[src/rtl/tmr3_pkg.sv]
/*
 Package of the timer control and reload block: register addresses, field positions,
 reset values and prescaler counts.
 Assumes an 8-bit special function register port on the system clock.
*/
package tmr3_pkg;
	localparam logic [7:0] ADDR_CONTROL = 8'h91;
	localparam logic [7:0] ADDR_RELOAD_LOW = 8'h92;
	localparam logic [7:0] ADDR_RELOAD_HIGH = 8'h93;
	localparam logic [7:0] ADDR_COUNT_LOW = 8'h94;
	localparam logic [7:0] ADDR_COUNT_HIGH = 8'h95;
	localparam int BIT_UPPER_FLAG = 7;
	localparam int BIT_LOWER_FLAG = 6;
	localparam int BIT_LOWER_IRQ_EN = 5;
	localparam int BIT_CAPTURE_EN = 4;
	localparam int BIT_SPLIT = 3;
	localparam int BIT_RUN = 2;
	localparam int BIT_RESERVED = 1;
	localparam int BIT_EXT_CLK = 0;
	localparam logic [7:0] CONTROL_RESET = 8'h00;
	localparam logic [7:0] BYTE_RESET = 8'h00;
	localparam logic [7:0] BYTE_MAX = 8'hFF;
	localparam int SYS_DIVIDE = 12;
	localparam int EXT_DIVIDE = 8;
	typedef enum logic [1:0] {TMR3_SRC_SYS, TMR3_SRC_EXT} tmr3_src_t;
endpackage

[src/rtl/tmr3_tick_gen.sv]
/*
 Tick generator: system clock divided by twelve and synchronised external clock
 divided by eight, one-cycle ticks.
 Assumes extClock is asynchronous to clk.
*/
`timescale 1ns/1ps
module tmr3_tick_gen
	import tmr3_pkg::*;
(
	// Clock and reset
	input wire logic clk,
	input wire logic reset,
	// External clock pin
	input wire logic extClock,
	// Ticks
	output logic sysTick,
	output logic extTick
);
	logic [3:0] sysCnt_q;
	logic [2:0] extCnt_q;
	logic extSync1_q;
	logic extSync2_q;
	logic extPrev_q;
	logic extRise;

	// ************************************
	// Divided ticks
	// ************************************
	always_ff @(posedge clk or posedge reset)
	begin
		if (reset)
			sysCnt_q <= 4'h0;
		else if (sysCnt_q == 4'(SYS_DIVIDE - 1))
			sysCnt_q <= 4'h0;
		else
			sysCnt_q <= sysCnt_q + 4'h1;
	end
	assign sysTick = (sysCnt_q == 4'(SYS_DIVIDE - 1)); // RQ11

	always_ff @(posedge clk or posedge reset)
	begin
		if (reset)
		begin
			extSync1_q <= 1'b0;
			extSync2_q <= 1'b0;
			extPrev_q <= 1'b0;
		end
		else
		begin
			extSync1_q <= extClock;
			extSync2_q <= extSync1_q;
			extPrev_q <= extSync2_q;
		end
	end
	assign extRise = extSync2_q & ~extPrev_q;

	always_ff @(posedge clk or posedge reset)
	begin
		if (reset)
			extCnt_q <= 3'h0;
		else if (extRise)
			extCnt_q <= extCnt_q + 3'h1;
	end
	assign extTick = extRise && (extCnt_q == 3'(EXT_DIVIDE - 1)); // RQ11
endmodule // tmr3_tick_gen

[src/rtl/tmr3_control_reload.sv]
/*
 Timer control and reload logic: control register, reload pair, counter pair,
 split and 16-bit auto-reload, capture on falling low-frequency oscillator edge.
 Assumes a one-cycle SFR write/read port on clk; lfoClock and extClock are asynchronous.
*/
// How it works
// RQ1 - Upper byte wrap sets upper flag
// RQ2 - 16-bit wrap sets upper flag
// RQ3 - Upper flag requests interrupt when enabled
// RQ4 - Flags cleared only by software writing zero
// RQ5 - Lower byte wrap sets lower flag always
// RQ6 - Lower flag interrupts when lower enable set
// RQ7 - Capture copies counter on oscillator falling edge
// RQ8 - Split bit selects 16-bit or two 8-bit
// RQ9 - Run gates counting; split gates upper only
// RQ10 - Reserved bit reads zero
// RQ11 - Clock select: system_clock/12 or external/8
// RQ12 - Per-byte selects choose every-cycle system clock or the selected tick
// RQ13 - Reload low feeds lower byte reload
// RQ14 - Capture mode stores lower byte in reload low
// RQ15 - Reload high feeds/captures upper byte
// RQ16 - Counter bytes hold count halves
// RQ17 - Overflow reloads counter on same step
`timescale 1ns/1ps
module tmr3_control_reload
	import tmr3_pkg::*;
(
	// Clock and reset
	input wire logic clk,
	input wire logic reset,
	// Register port
	input wire logic [7:0] regAddr,
	input wire logic regWrite,
	input wire logic [7:0] regWriteData,
	output logic [7:0] regReadData,
	// Clock sources and per-byte selects
	input wire logic extClock,
	input wire logic lfoClock,
	input wire logic upperByteClockSelect,
	input wire logic lowerByteClockSelect,
	// Interrupt
	input wire logic timerIrqEnable,
	output logic timerIrq
);
	logic [7:0] control_q;
	logic [7:0] reloadLow_q;
	logic [7:0] reloadHigh_q;
	logic [7:0] countLow_q;
	logic [7:0] countHigh_q;
	logic lfoSync1_q;
	logic lfoSync2_q;
	logic lfoPrev_q;
	logic captureEvent_q;
	logic sysTick;
	logic extTick;
	logic ovfLow;
	logic ovfHigh;
	logic stepLow;
	logic stepHigh;
	logic lfoFall;
	logic [7:0] readMux;

	function automatic logic wr_hit(input logic [7:0] a, input logic [7:0] target, input logic we);
		wr_hit = we && (a == target);
	endfunction

	tmr3_tick_gen u_tick
	(
		.clk(clk),
		.reset(reset),
		.extClock(extClock),
		.sysTick(sysTick),
		.extTick(extTick)
	);

	// ************************************
	// Count steps and overflows
	// ************************************
	logic tickSrc;
	logic splitMode;
	logic runBit;
	assign tickSrc = control_q[BIT_EXT_CLK] ? extTick : sysTick; // RQ11
	assign splitMode = control_q[BIT_SPLIT]; // RQ8
	assign runBit = control_q[BIT_RUN];
	always_comb
	begin
		if (splitMode)
		begin
			stepLow = lowerByteClockSelect ? 1'b1 : tickSrc; // RQ12 RQ9
			stepHigh = runBit && (upperByteClockSelect ? 1'b1 : tickSrc); // RQ12 RQ9
		end
		else
		begin
			stepLow = runBit && (lowerByteClockSelect ? 1'b1 : tickSrc); // RQ9
			stepHigh = stepLow && (countLow_q == BYTE_MAX);
		end
	end
	assign ovfLow = stepLow && (countLow_q == BYTE_MAX); // RQ5
	assign ovfHigh = stepHigh && (countHigh_q == BYTE_MAX); // RQ1 RQ2

	// ************************************
	// Capture edge detect
	// ************************************
	always_ff @(posedge clk or posedge reset)
	begin
		if (reset)
		begin
			lfoSync1_q <= 1'b0;
			lfoSync2_q <= 1'b0;
			lfoPrev_q <= 1'b0;
		end
		else
		begin
			lfoSync1_q <= lfoClock;
			lfoSync2_q <= lfoSync1_q;
			lfoPrev_q <= lfoSync2_q;
		end
	end
	assign lfoFall = lfoPrev_q & ~lfoSync2_q & control_q[BIT_CAPTURE_EN]; // RQ7

	always_ff @(posedge clk or posedge reset)
	begin
		if (reset)
			captureEvent_q <= 1'b0;
		else
			captureEvent_q <= lfoFall;
	end

	// ************************************
	// Control register
	// ************************************
	always_ff @(posedge clk or posedge reset)
	begin
		if (reset)
			control_q <= CONTROL_RESET;
		else
		begin
			if (wr_hit(regAddr, ADDR_CONTROL, regWrite))
			begin
				control_q <= regWriteData;
				control_q[BIT_RESERVED] <= 1'b0; // RQ10
			end
			if (ovfHigh)
				control_q[BIT_UPPER_FLAG] <= 1'b1; // RQ1 RQ2 RQ4
			if (ovfLow)
				control_q[BIT_LOWER_FLAG] <= 1'b1; // RQ5 RQ4
		end
	end

	// ************************************
	// Reload pair
	// ************************************
	always_ff @(posedge clk or posedge reset)
	begin
		if (reset)
		begin
			reloadLow_q <= BYTE_RESET;
			reloadHigh_q <= BYTE_RESET;
		end
		else if (lfoFall)
		begin
			reloadLow_q <= countLow_q; // RQ14 RQ7
			reloadHigh_q <= countHigh_q; // RQ15 RQ7
		end
		else
		begin
			if (wr_hit(regAddr, ADDR_RELOAD_LOW, regWrite))
				reloadLow_q <= regWriteData;
			if (wr_hit(regAddr, ADDR_RELOAD_HIGH, regWrite))
				reloadHigh_q <= regWriteData;
		end
	end

	// ************************************
	// Counter pair
	// ************************************
	always_ff @(posedge clk or posedge reset)
	begin
		if (reset)
			countLow_q <= BYTE_RESET;
		else if (wr_hit(regAddr, ADDR_COUNT_LOW, regWrite))
			countLow_q <= regWriteData; // RQ16
		else if (stepLow)
		begin
			if (countLow_q != BYTE_MAX)
				countLow_q <= countLow_q + 8'h01;
			else if (splitMode)
				countLow_q <= reloadLow_q; // RQ13 RQ17
			else if (countHigh_q == BYTE_MAX)
				countLow_q <= reloadLow_q; // RQ13 RQ17
			else
				countLow_q <= BYTE_RESET;
		end
	end

	always_ff @(posedge clk or posedge reset)
	begin
		if (reset)
			countHigh_q <= BYTE_RESET;
		else if (wr_hit(regAddr, ADDR_COUNT_HIGH, regWrite))
			countHigh_q <= regWriteData; // RQ16
		else if (stepHigh)
		begin
			if (countHigh_q == BYTE_MAX)
				countHigh_q <= reloadHigh_q; // RQ15 RQ17
			else
				countHigh_q <= countHigh_q + 8'h01;
		end
	end

	// ************************************
	// Read port and interrupt
	// ************************************
	always_comb
	begin
		unique case (regAddr)
			ADDR_CONTROL: readMux = control_q & ~(8'h01 << BIT_RESERVED); // RQ10
			ADDR_RELOAD_LOW: readMux = reloadLow_q;
			ADDR_RELOAD_HIGH: readMux = reloadHigh_q;
			ADDR_COUNT_LOW: readMux = countLow_q;
			ADDR_COUNT_HIGH: readMux = countHigh_q;
			default: readMux = 8'h00;
		endcase
	end

	always_ff @(posedge clk or posedge reset)
	begin
		if (reset)
			regReadData <= 8'h00;
		else
			regReadData <= readMux;
	end

	// RQ3 RQ6 RQ7
	assign timerIrq = timerIrqEnable && (control_q[BIT_UPPER_FLAG]
		|| (control_q[BIT_LOWER_IRQ_EN] && control_q[BIT_LOWER_FLAG]) || captureEvent_q);

	// ************************************
	// Checks
	// ************************************
	a_upper_flag_set: assert property (@(posedge clk) disable iff (reset) ovfHigh |=> control_q[BIT_UPPER_FLAG]) // RQ1
		else $error("upper flag not set on overflow");
	a_wide_wrap: assert property (@(posedge clk) disable iff (reset)
		(!splitMode && stepLow && countLow_q == 8'hFF && countHigh_q == 8'hFF) |=> control_q[BIT_UPPER_FLAG]) // RQ2
		else $error("16-bit wrap missed");
	a_upper_irq: assert property (@(posedge clk) disable iff (reset)
		(timerIrqEnable && control_q[BIT_UPPER_FLAG]) |-> timerIrq) // RQ3
		else $error("upper irq missing");
	a_flag_sticky: assert property (@(posedge clk) disable iff (reset)
		(control_q[BIT_LOWER_FLAG] && !(regWrite && regAddr == ADDR_CONTROL)) |=> control_q[BIT_LOWER_FLAG]) // RQ4
		else $error("lower flag cleared by hardware");
	a_lower_flag_set: assert property (@(posedge clk) disable iff (reset) ovfLow |=> control_q[BIT_LOWER_FLAG]) // RQ5
		else $error("lower flag not set");
	a_lower_irq: assert property (@(posedge clk) disable iff (reset)
		(timerIrqEnable && control_q[BIT_LOWER_IRQ_EN] && control_q[BIT_LOWER_FLAG]) |-> timerIrq) // RQ6
		else $error("lower irq missing");
	a_capture_copy: assert property (@(posedge clk) disable iff (reset)
		lfoFall |=> (reloadLow_q == $past(countLow_q) && reloadHigh_q == $past(countHigh_q))) // RQ7
		else $error("capture copy wrong");
	a_split_low_runs: assert property (@(posedge clk) disable iff (reset)
		(splitMode && !runBit && ovfLow && !(regWrite && regAddr == ADDR_COUNT_LOW)) |=> countLow_q == $past(reloadLow_q)) // RQ9
		else $error("split low reload wrong");
	a_reserved_zero: assert property (@(posedge clk) disable iff (reset) !control_q[BIT_RESERVED]) // RQ10
		else $error("reserved bit set");
	c_capture: cover property (@(posedge clk) disable iff (reset) lfoFall);
	c_split_ovf: cover property (@(posedge clk) disable iff (reset) splitMode && ovfHigh);
	c_wide_ovf: cover property (@(posedge clk) disable iff (reset) !splitMode && ovfHigh);
endmodule // tmr3_control_reload

[config.mk]
export PLATFORM = sky130hd
export DESIGN_NAME = tmr3_control_reload
export DESIGN_NICKNAME = d
export VERILOG_FILES = /design/src/rtl/tmr3_pkg.sv /design/src/rtl/tmr3_tick_gen.sv /design/src/rtl/tmr3_control_reload.sv
export SDC_FILE = /design/constraint.sdc
export NUM_CORES = 1
export LEC_CHECK = 0
export BUFFER_PORTS_ARGS = -buffer_cell sky130_fd_sc_hd__buf_2
export CORE_ASPECT_RATIO = 0.9
export CORE_UTILIZATION = 51
export DETAILED_ROUTE_END_ITERATION = 7
export MAX_ROUTING_LAYER = met4
export PLACE_DENSITY = 0.81
export SETUP_SLACK_MARGIN = 0.15
export SLEW_MARGIN = 10
export SYNTH_ARGS = -nofsm -noshare
export SYNTH_HDL_FRONTEND = slang
export SYNTH_SLANG_ARGS = --single-unit
[constraint.sdc]
create_clock -name clk -period 4.42 [get_ports clk]
set_input_delay 0.884 -clock clk [delete_from_list [all_inputs] [get_ports clk]]
set_output_delay 0.884 -clock clk [all_outputs]
set_load 0.01 [all_outputs]
==> run summary, run 1 <==
Outcome = complete, no violations
Max cap viols = 0
Primary FF master, synth = dfrtp_1
Crit path max-delay family = simple AND/OR/NAND/NOR gates
Reg2Reg Depth = 6
Area fraction of the dominant cell type after synthesis = 47.0%
Post-Route Skew = 4.98 ps
RSZ-0062 raised after global routing = no
Crit. Startpoint = regAddr[3]
Total placed cells including tap cells = 437
Post-synth ARST share = 100%
Largest cells by area after synthesis = dfrtp_1 47%, mux2i_1 9.2%, o21ai_0 6.3%
EDFF count, synth = 0
Final core utilization = 58.8%
Nets = 390
Worst path arrival time = 2870 ps
CTS tree = yes
LEAKAGE = 1.63 nW
Combinational share of power = 19.9%
CTS clk-pin slew, worst paths = 60 ps
Syn_area_per_cell = 9.75 µm²
Internal Power = 1.04 mW
CP cell instances = buf_2 > or4b_4 > or3_1 > nor3_4 > mux2_2
Crit. End Element = register
WS Path Type = in2reg
CP Launch Type = input pin
Max-slew headroom = 39.2%
Worst EP required = 4650 ps
Drt first pass iters = 6
# hold bufs at CTS = 0
Die area = 0.00669 mm²
Initial Utilization = 52.8%
Pwr Density = 430 mW/mm²
Die Wd = 86.1 µm
Setup_tns = 0 ps
Final ANT Viol Nets = 0
Clock Power Share = 26.6%
Clock sink total = 61
First-pass GRT wire length = 12,800 µm
Synth Instances = 333
Fin crit period = 2640 ps
Hold Crit Depth = 0
Via count of the first global-routing pass = 2,522
Synth Cell Area = 0.00325 mm²
Layout cell share with drive strength beyond 1 = 17.3%
Most Crowded Layer GR = met2
Yosys cell types = 51
Detailed Route WL = 7480 µm
Endpoints failing hold = 0
Met3 Track Usage GR = 5.96%
Flop pwr share = 53.5%
Storage cell area = 0.00153 mm²
Max VDD drop = 0.224 mV
CP endpoint = control_q[4]
Sw Pwr = 513 µW
Reg-to-reg critical path startpoint = countHigh_q[0]
Fill count = 528
Bufs and invs on worst path = 1
# setup viols final = 0
Area leader, netlist = dfrtp_1
Number of synthesis warnings = 0
Root Driver = clkbuf_8
Max Freq = 379 MHz
Port Buf Inserts = 32
Fin cells = 452
Reg-to-reg slack, setup = 2070 ps
Final Wtd Congestion = 0.939
GRT overflow = 0
Syn Nets = 362
Ports = 33
Reg-to-reg endpoint = countLow_q[2]
Via-per-instance ratio = 5.98
Initial antenna violation count = 0
CP max stage delay = 580 ps
Syn-to-layout area delta = 11.3%
Clk Latency, worst-skew pair = 340 ps
Slew at the pin closest to its max-slew limit = 907 ps
CP max FO = 9
Tcrit/Tclk final = 59.7%
CTS Buf Count = 9
Residual DRC count = 0
WL/cell = 16.5 µm
HP Class = reg2reg
Via count = 2,702
GR Util met2 = 39.6%
Yosys reg bits = 61
CP Depth = 5
Tot Pwr = 1.55 mW
Area of the multi-input gates = 0.00162 mm²
Core area = 0.00615 mm²
Largest net degree at the start of global routing = 62
GR Util All Layers = 26.2%
Routing usage on met1 = 34.6%
CP max-delay cell = or4b_4
H-tree levels = 3
Post-synthesis sequential area ratio = 47.0%
Post-cts resize count = 0
Die Y = 77.7 µm
ANT cells = 0
1st-iter DRT viols = 146
# Post-CTS Setup Buffers = 0
CTS max path bufs = 2
Pins over their slew limit = 0
Rows = 27
Fraction of power spent switching nets = 33.0%
HPWL after DPL = 5370 µm
## worst reg2reg max path, stage by stage (launching register included)
cell and delay (ps):
dfrtp_1 470, ha_1 270, and4_1 370, nand2_1 250, a21oi_1 480, a21boi_0 180, o31ai_1 240
## cell usage after synthesis, types with 4 or more instances
| cell type | instances |
|---|---|
| dfrtp_1 | 61 |
| nand2_1 | 47 |
| o21ai_0 | 41 |
| mux2i_1 | 30 |
| a21oi_1 | 21 |
| nor2_1 | 16 |
| clkbuf_1 | 13 |
| mux2_2 | 10 |
| inv_1 | 7 |
| nand3_1 | 7 |
| a22oi_1 | 6 |
| a31oi_1 | 6 |
| and3_1 | 5 |
| ha_1 | 5 |
| nor3_1 | 5 |
| a211oi_1 | 4 |
| and4_1 | 4 |
## power by group through the flow
stage / clock (mW) / combinational (mW) / sequential [mW]
after floorplan: 0 / 0.248 / 0.774
after global placement: 0 / 0.295 / 0.831
after detailed placement: 0 / 0.309 / 0.836
after CTS: 0.426 / 0.310 / 0.826
after global routing: 0.443 / 0.358 / 0.849
final: 0.413 / 0.309 / 0.831
## flip-flops by register name (all words and copies together) (netlist names), 3 cells and up
| signal | cells |
|---|---|
| control_q | 7 |
| countHigh_q | 8 |
| countLow_q | 8 |
| regReadData | 8 |
| reloadHigh_q | 8 |
| reloadLow_q | 8 |
| u_tick.extCnt_q | 3 |
| u_tick.sysCnt_q | 4 |
## how the worst min path moves through the flow
stage                                  from                end  slack (ps)
after detailed placement         lfoSync1_q         lfoSync2_q         340
after global placement           lfoSync1_q         lfoSync2_q         330
after global routing      u_tick.extSync1_q  u_tick.extSync2_q         370
after floorplan                  lfoSync1_q         lfoSync2_q         330
final                            lfoSync1_q         lfoSync2_q         350
after CTS                        lfoSync1_q         lfoSync2_q         360
## per-layer routing
metal	share of wire, %	vias up
met2	46	127
li1	-	1272
met5	0	-
met3	6.8	15
met1	45	1288
met4	1.8	0
## metrics by stage
stage / setup WS, ps / instance area [µm²] / hold WS (ps)
detailed placement: 1450 / 3460 / 344
global placement: 1490 / 3460 / 333
floorplan: 1710 / 3250 / 331
CTS: 1800 / 3610 / 360
global route: 1680 / 3610 / 366
finish: 1780 / 3610 / 355
## layout by cell type (no fill, tap or decap), types with 2 or more instances in the layout
| master | netlist | routed |
|---|---|---|
| dfrtp_1 | 61 | 61 |
| nand2_1 | 47 | 47 |
| o21ai_0 | 41 | 41 |
| buf_2 | 1 | 32 |
| mux2i_1 | 30 | 30 |
| a21oi_1 | 21 | 21 |
| nor2_1 | 16 | 16 |
| mux2_2 | 10 | 10 |
| clkbuf_8 | 0 | 10 |
| nand3_1 | 7 | 7 |
| inv_1 | 7 | 6 |
| a31oi_1 | 6 | 6 |
| a22oi_1 | 6 | 6 |
| and3_1 | 5 | 5 |
| nor3_1 | 5 | 5 |
| ha_1 | 5 | 5 |
| and4_1 | 4 | 4 |
| a211oi_1 | 4 | 4 |
| nor2b_1 | 3 | 3 |
| o31ai_1 | 3 | 3 |
| clkbuf_1 | 13 | 3 |
| a21o_1 | 2 | 2 |
| nand4_1 | 2 | 2 |
| nand2b_1 | 2 | 2 |
| nor4_4 | 2 | 2 |
| nand2_2 | 2 | 2 |
| xor2_1 | 2 | 2 |
| o22ai_1 | 2 | 2 |
| clkinv_2 | 0 | 2 |
## kinds of logic (layout without fill, tap and decap cells)
kind of cell | Yosys count | after routing | synth area share, %
xor+xnor | 3 | 3 | 0.809
flops | 61 | 61 | 47.0
mux | 40 | 40 | 12.7
buf+inv | 24 | 56 | 3.04
compound gates | 97 | 97 | 18.0
simple gates | 103 | 103 | 16.6
fa+ha+maj | 5 | 5 | 1.93
## layout make-up
class	count	area share, %
clock inverters	2	0.277
multi-input cells	248	44.9
clock buffers	13	4.12
well taps	87	3.01
inverters	8	0.831
flip-flops and latches	61	42.2
repair buffers	33	4.64
No activity file was read; power rests on OpenSTA's default activity.
==> inputs of run 2 (changes only) <==
- clock period: 4.42 -> 2.6 ns (I/O delays scaled with it)
==> run 2 against run 1 <==
Compared with the run above:
- global-route usage is 1.0 points higher
- first-iteration DRC count is 34% higher
- total power increased by 80%
- final area up 3.4%
- wire length increased by 5.2%
- critical endpoint is now countLow_q[7]
- highest routed layer unchanged
==> run summary, run 2 (synthesis results as in run 1) <==
Outcome = complete, no violations
Reg-to-reg slack, setup = 440 ps
Fill count = 542
Most common cell after layout, fill and taps aside = dfrtp_1
Core area = 0.00615 mm²
HPWL after DPL = 5810 µm
Final ANT Viol Nets = 0
RSZ-0062 raised after global routing = no
Drt first pass iters = 5
CTS tree = yes
HP Class = in2async
Reg-to-reg critical path startpoint = countHigh_q[0]
Flop pwr share = 50.5%
Worst path arrival time = 2430 ps
Crit. End Element = register
# setup viols final = 0
Initial Utilization = 52.8%
Tot Pwr = 2.80 mW
Layout cell share with drive strength beyond 1 = 20.7%
Port Buf Inserts = 32
CTS clk-pin slew, worst paths = 70 ps
ANT cells = 0
Post-cts resize count = 0
Max cap viols = 0
Max VDD drop = 0.410 mV
Residual DRC count = 0
Ports = 33
Slew at the pin closest to its max-slew limit = 860 ps
Combinational share of power = 19.4%
Fraction of power spent switching nets = 33.0%
Endpoints failing hold = 0
CP max FO = 7
Max Freq = 464 MHz
Via count of the first global-routing pass = 2,679
Nets = 401
WS Path Type = reg2reg
GRT overflow = 0
Final Wtd Congestion = 0.992
Tcrit/Tclk final = 82.9%
Post-Route Skew = 4.10 ps
Reg-to-reg endpoint = countLow_q[7]
Commonest cells after routing, fill and taps aside = 61 x dfrtp_1, 47 x nand2_1, 41 x o21ai_0, 32 x buf_2, 30 x mux2i_1
LEAKAGE = 1.70 nW
Via-per-instance ratio = 5.93
Worst EP required = 2870 ps
Max-slew headroom = 42.6%
Fin crit period = 2160 ps
Reg2Reg Depth = 6
Largest net degree at the start of global routing = 34
Pwr Density = 749 mW/mm²
Sw Pwr = 924 µW
First-pass GRT wire length = 13,200 µm
CTS max path bufs = 2
Pins over their slew limit = 0
Root Driver = clkbuf_8
Die Y = 77.7 µm
1st-iter DRT viols = 196
# Post-CTS Setup Buffers = 0
GR Util All Layers = 27.2%
Clock sink total = 61
Clock Power Share = 30.1%
# hold bufs at CTS = 0
Die area = 0.00669 mm²
Syn-to-layout area delta = 15.1%
Clk Latency, worst-skew pair = 350 ps
Detailed Route WL = 7870 µm
Internal Power = 1.87 mW
CP Launch Type = register
Via count = 2,750
WL/cell = 17.0 µm
Setup_tns = 0 ps
Die Wd = 86.1 µm
Initial antenna violation count = 0
CTS Buf Count = 9
Rows = 27
H-tree levels = 3
-- run 2: cell count changes in the layout (fill, tap and decap cells not counted), sizes merged --
cell | before | now
clkinvlp | 0 | 3
bufinv | 0 | 1
clkbuf | 13 | 10
buf | 33 | 44
-- run 2: worst max-delay path: stages (launching register included) --
cell	delay (ps)
dfrtp_1	480
ha_1	250
nand4_1	120
o21ai_0	500
a21oi_1	140
o41a_1	440
a21oi_1	150
-- run 2: area by class of cell --
cell class / count / area [µm²] / area share, %
clock inverter: 6 / 62.6 / 1.67
multi-input combinational: 248 / 1620 / 43.4
inverter: 8 / 30.0 / 0.803
timing repair buffer: 44 / 250 / 6.69
clock buffer: 10 / 138 / 3.68
sequential: 61 / 1530 / 40.8
tap: 87 / 109 / 2.91
-- run 2: worst max-delay path by stage --
| stage | startpoint | endpoint | slack, ps | depth (start not counted) |
|---|---|---|---|---|
| 2_1_floorplan | regAddr[3] | control_q[0] | 250 | 5 |
| 3_3_place_gp | regAddr[3] | control_q[4] | 190 | 5 |
| 3_5_place_dp | regAddr[3] | control_q[0] | 170 | 5 |
| 4_1_cts | countHigh_q[0] | countLow_q[2] | 490 | 7 |
| 5_1_grt | countHigh_q[0] | countLow_q[2] | 240 | 7 |
| 6_report | countHigh_q[0] | countLow_q[7] | 440 | 6 |
-- run 2: stage by stage --
stage	cell area [µm²]	std cells	hold WS, ps	worst slack [ps]	utilization (%)
finish	3740	464	225	444	60.8
detailed placement	3540	448	338	169	57.5
global route	3740	464	254	238	60.8
global placement	3540	448	339	189	57.5
CTS	3740	464	227	488	60.8
floorplan	3250	333	331	249	-
-- run 2: power groups by stage --
stage	Clock [mW]	Sequential [mW]	Combinational, mW
floorplan	0	1.32	0.422
global placement	0	1.41	0.514
detailed placement	0	1.42	0.541
CTS	0.863	1.40	0.545
global route	0.902	1.44	0.626
finish	0.843	1.41	0.542
-- run 2: metal layers --
metal / GRT usage, % / vias to the layer above / part of all wire, %
met5: - / - / 0
met4: 12.5 / 0 / 3.3
met3: 8.40 / 25 / 6.2
met2: 40.3 / 108 / 46
met1: 34.3 / 1320 / 45
li1: - / 1297 / -
==> inputs of run 3 (changes only) <==
- clock period: 2.6 -> 2.15 ns (I/O delays scaled with it)
==> run 3 against run 2 <==
Compared with the run above:
- clock power grew 5.9%
- clock skew grew 9.5 ps
- core utilization increased by 2.3 points
- sequential power up 16%
- final area increased by 3.7%
- die area unchanged
- first-iteration DRC count is 27% higher
- flip-flop and latch count unchanged
- total power up 21%
- maximum frequency grew 15%
- setup slack worse by 170 ps
- critical endpoint is now countLow_q[1]
==> run summary, run 3 (synthesis results as in run 1) <==
RSZ-0062 raised after global routing = no
Largest net degree at the start of global routing = 62
HP Class = in2async
ANT cells = 0
LEAKAGE = 1.79 nW
Tcrit/Tclk final = 87.3%
First-pass GRT wire length = 13,800 µm
Max-slew headroom = 76.1%
CTS clk-pin slew, worst paths = 70 ps
Worst path arrival time = 2090 ps
Setup WS post-layout = 273 ps
H-tree levels = 3
Hold_ws = 134 ps
Ports = 33
Clk Latency, worst-skew pair = 350 ps
Pins over their slew limit = 0
WL/cell = 17.9 µm
CTS Buf Count = 9
Clock sink total = 61
Most common cell after layout, fill and taps aside = dfrtp_1
Rows = 27
GRT overflow = 0
WS Path Type = reg2reg
Max Freq = 533 MHz
Port Buf Inserts = 32
Die area = 0.00669 mm²
Outcome = complete, no violations
Initial Utilization = 52.8%
GR Util met2 = 41.3%
Commonest cells after routing, fill and taps aside = 61 x dfrtp_1, 45 x nand2_1, 32 x buf_2, 30 x mux2i_1, 28 x buf_4
Via count = 2,824
Met3 Track Usage GR = 8.19%
Max VDD drop = 0.610 mV
Bufs and invs on worst path = 1
# setup viols final = 0
# Post-CTS Setup Buffers = 0
Slew at the pin closest to its max-slew limit = 358 ps
Most Crowded Layer GR = met2
GR Util All Layers = 28.3%
Nets = 419
Design area = 0.00388 mm²
Placed Area = 0.00370 mm²
Via count of the first global-routing pass = 2,752
CP Launch Type = register
1st-iter DRT viols = 248
Setup_tns = 0 ps
Final Wtd Congestion = 0.923
Detailed Route WL = 8580 µm
Layout cell share with drive strength beyond 1 = 24.7%
Final ANT Viol Nets = 0
CTS max path bufs = 2
Max cap viols = 0
Dpl ws = -62.7 ps
Via-per-instance ratio = 5.88
CP max stage delay = 450 ps
Residual DRC count = 0
Storage cell area = 0.00153 mm²
Post-Route Skew = 13.6 ps
Drt first pass iters = 5
Syn-to-layout area delta = 19.4%
CP cell instances = ha_1 > and4_1 > nand2_2 > a21oi_1 > buf_4 > a221oi_1 > o21ai_0
Fill count = 531
Endpoints failing hold = 0
Area of the multi-input gates = 0.00164 mm²
Crit path max-delay family = compound AO/OA/AOI/OAI gates
Crit. End Element = register
HPWL after DPL = 6140 µm
CP max-delay cell = dfrtp_1
CP max FO = 7
Worst EP required = 2360 ps
Die Wd = 86.1 µm
Pwr Density = 876 mW/mm²
Root Driver = clkbuf_8
Die Y = 77.7 µm
Initial antenna violation count = 0
CTS tree = yes
Tot Pwr = 3.40 mW
Routing usage on met1 = 36.8%
Fin crit period = 1880 ps
Core area = 0.00615 mm²
## run 3: cell count changes in the layout (fill, tap and decap cells not counted), sizes merged
cell	before	now
clkinvlp	3	0
buf	44	62
bufinv	1	0
clkbuf	10	12
## run 3: path summary, 6_finish.rpt
check | startpoint | end | slack [ps] | cells past startpoint
worst max-delay path | countHigh_q[1] | countLow_q[1] | 270 | 7
worst min-delay path | reset | control_q[2] | 130 | 3
worst max register to register | countHigh_q[1] | countLow_q[1] | 270 | 7
worst min register to register | u_tick.extSync1_q | u_tick.extSync2_q | 360 | 0
max in group asynchronous | reset | regReadData[5] | 1750 | 3
min in group clk | extClock | u_tick.extSync1_q | 190 | 1
## run 3: metal layers
metal | up-vias | share of wire, %
met4 | 0 | 2.7
met2 | 116 | 47
met3 | 24 | 6.6
li1 | 1329 | -
met1 | 1355 | 44
met5 | - | 0
## run 3: stage by stage
stage	util, %	cells
after floorplan	-	333
after global placement	60.2	466
after detailed placement	60.2	466
after CTS	62.9	480
after global routing	63.1	480
final	63.1	480
## run 3: power by group
group	leakage, nW	switching [mW]	internal (mW)	total (mW)
Sequential	0.732	0.244	1.39	1.63
Clock	0.0881	0.429	0.464	0.893
Combinational	0.971	0.453	0.417	0.869
Total	1.79	1.13	2.27	3.40
## run 3: final cells by class
type | count | area share, %
inverters | 8 | 0.807
flip-flops and latches | 61 | 39.4
clock buffers | 12 | 4.00
multi-input cells | 248 | 42.2
clock inverters | 2 | 0.258
well taps | 87 | 2.81
repair buffers | 62 | 10.6
## run 3: tightest hold or removal path, stage by stage
cell and delay (ps):
buf_2 100, inv_2 60, buf_12 300
## run 3: repair_timing
action,in CTS,in global routing
resized for setup,0,4
setup endpoints to repair,0,6
hold buffers,0,0
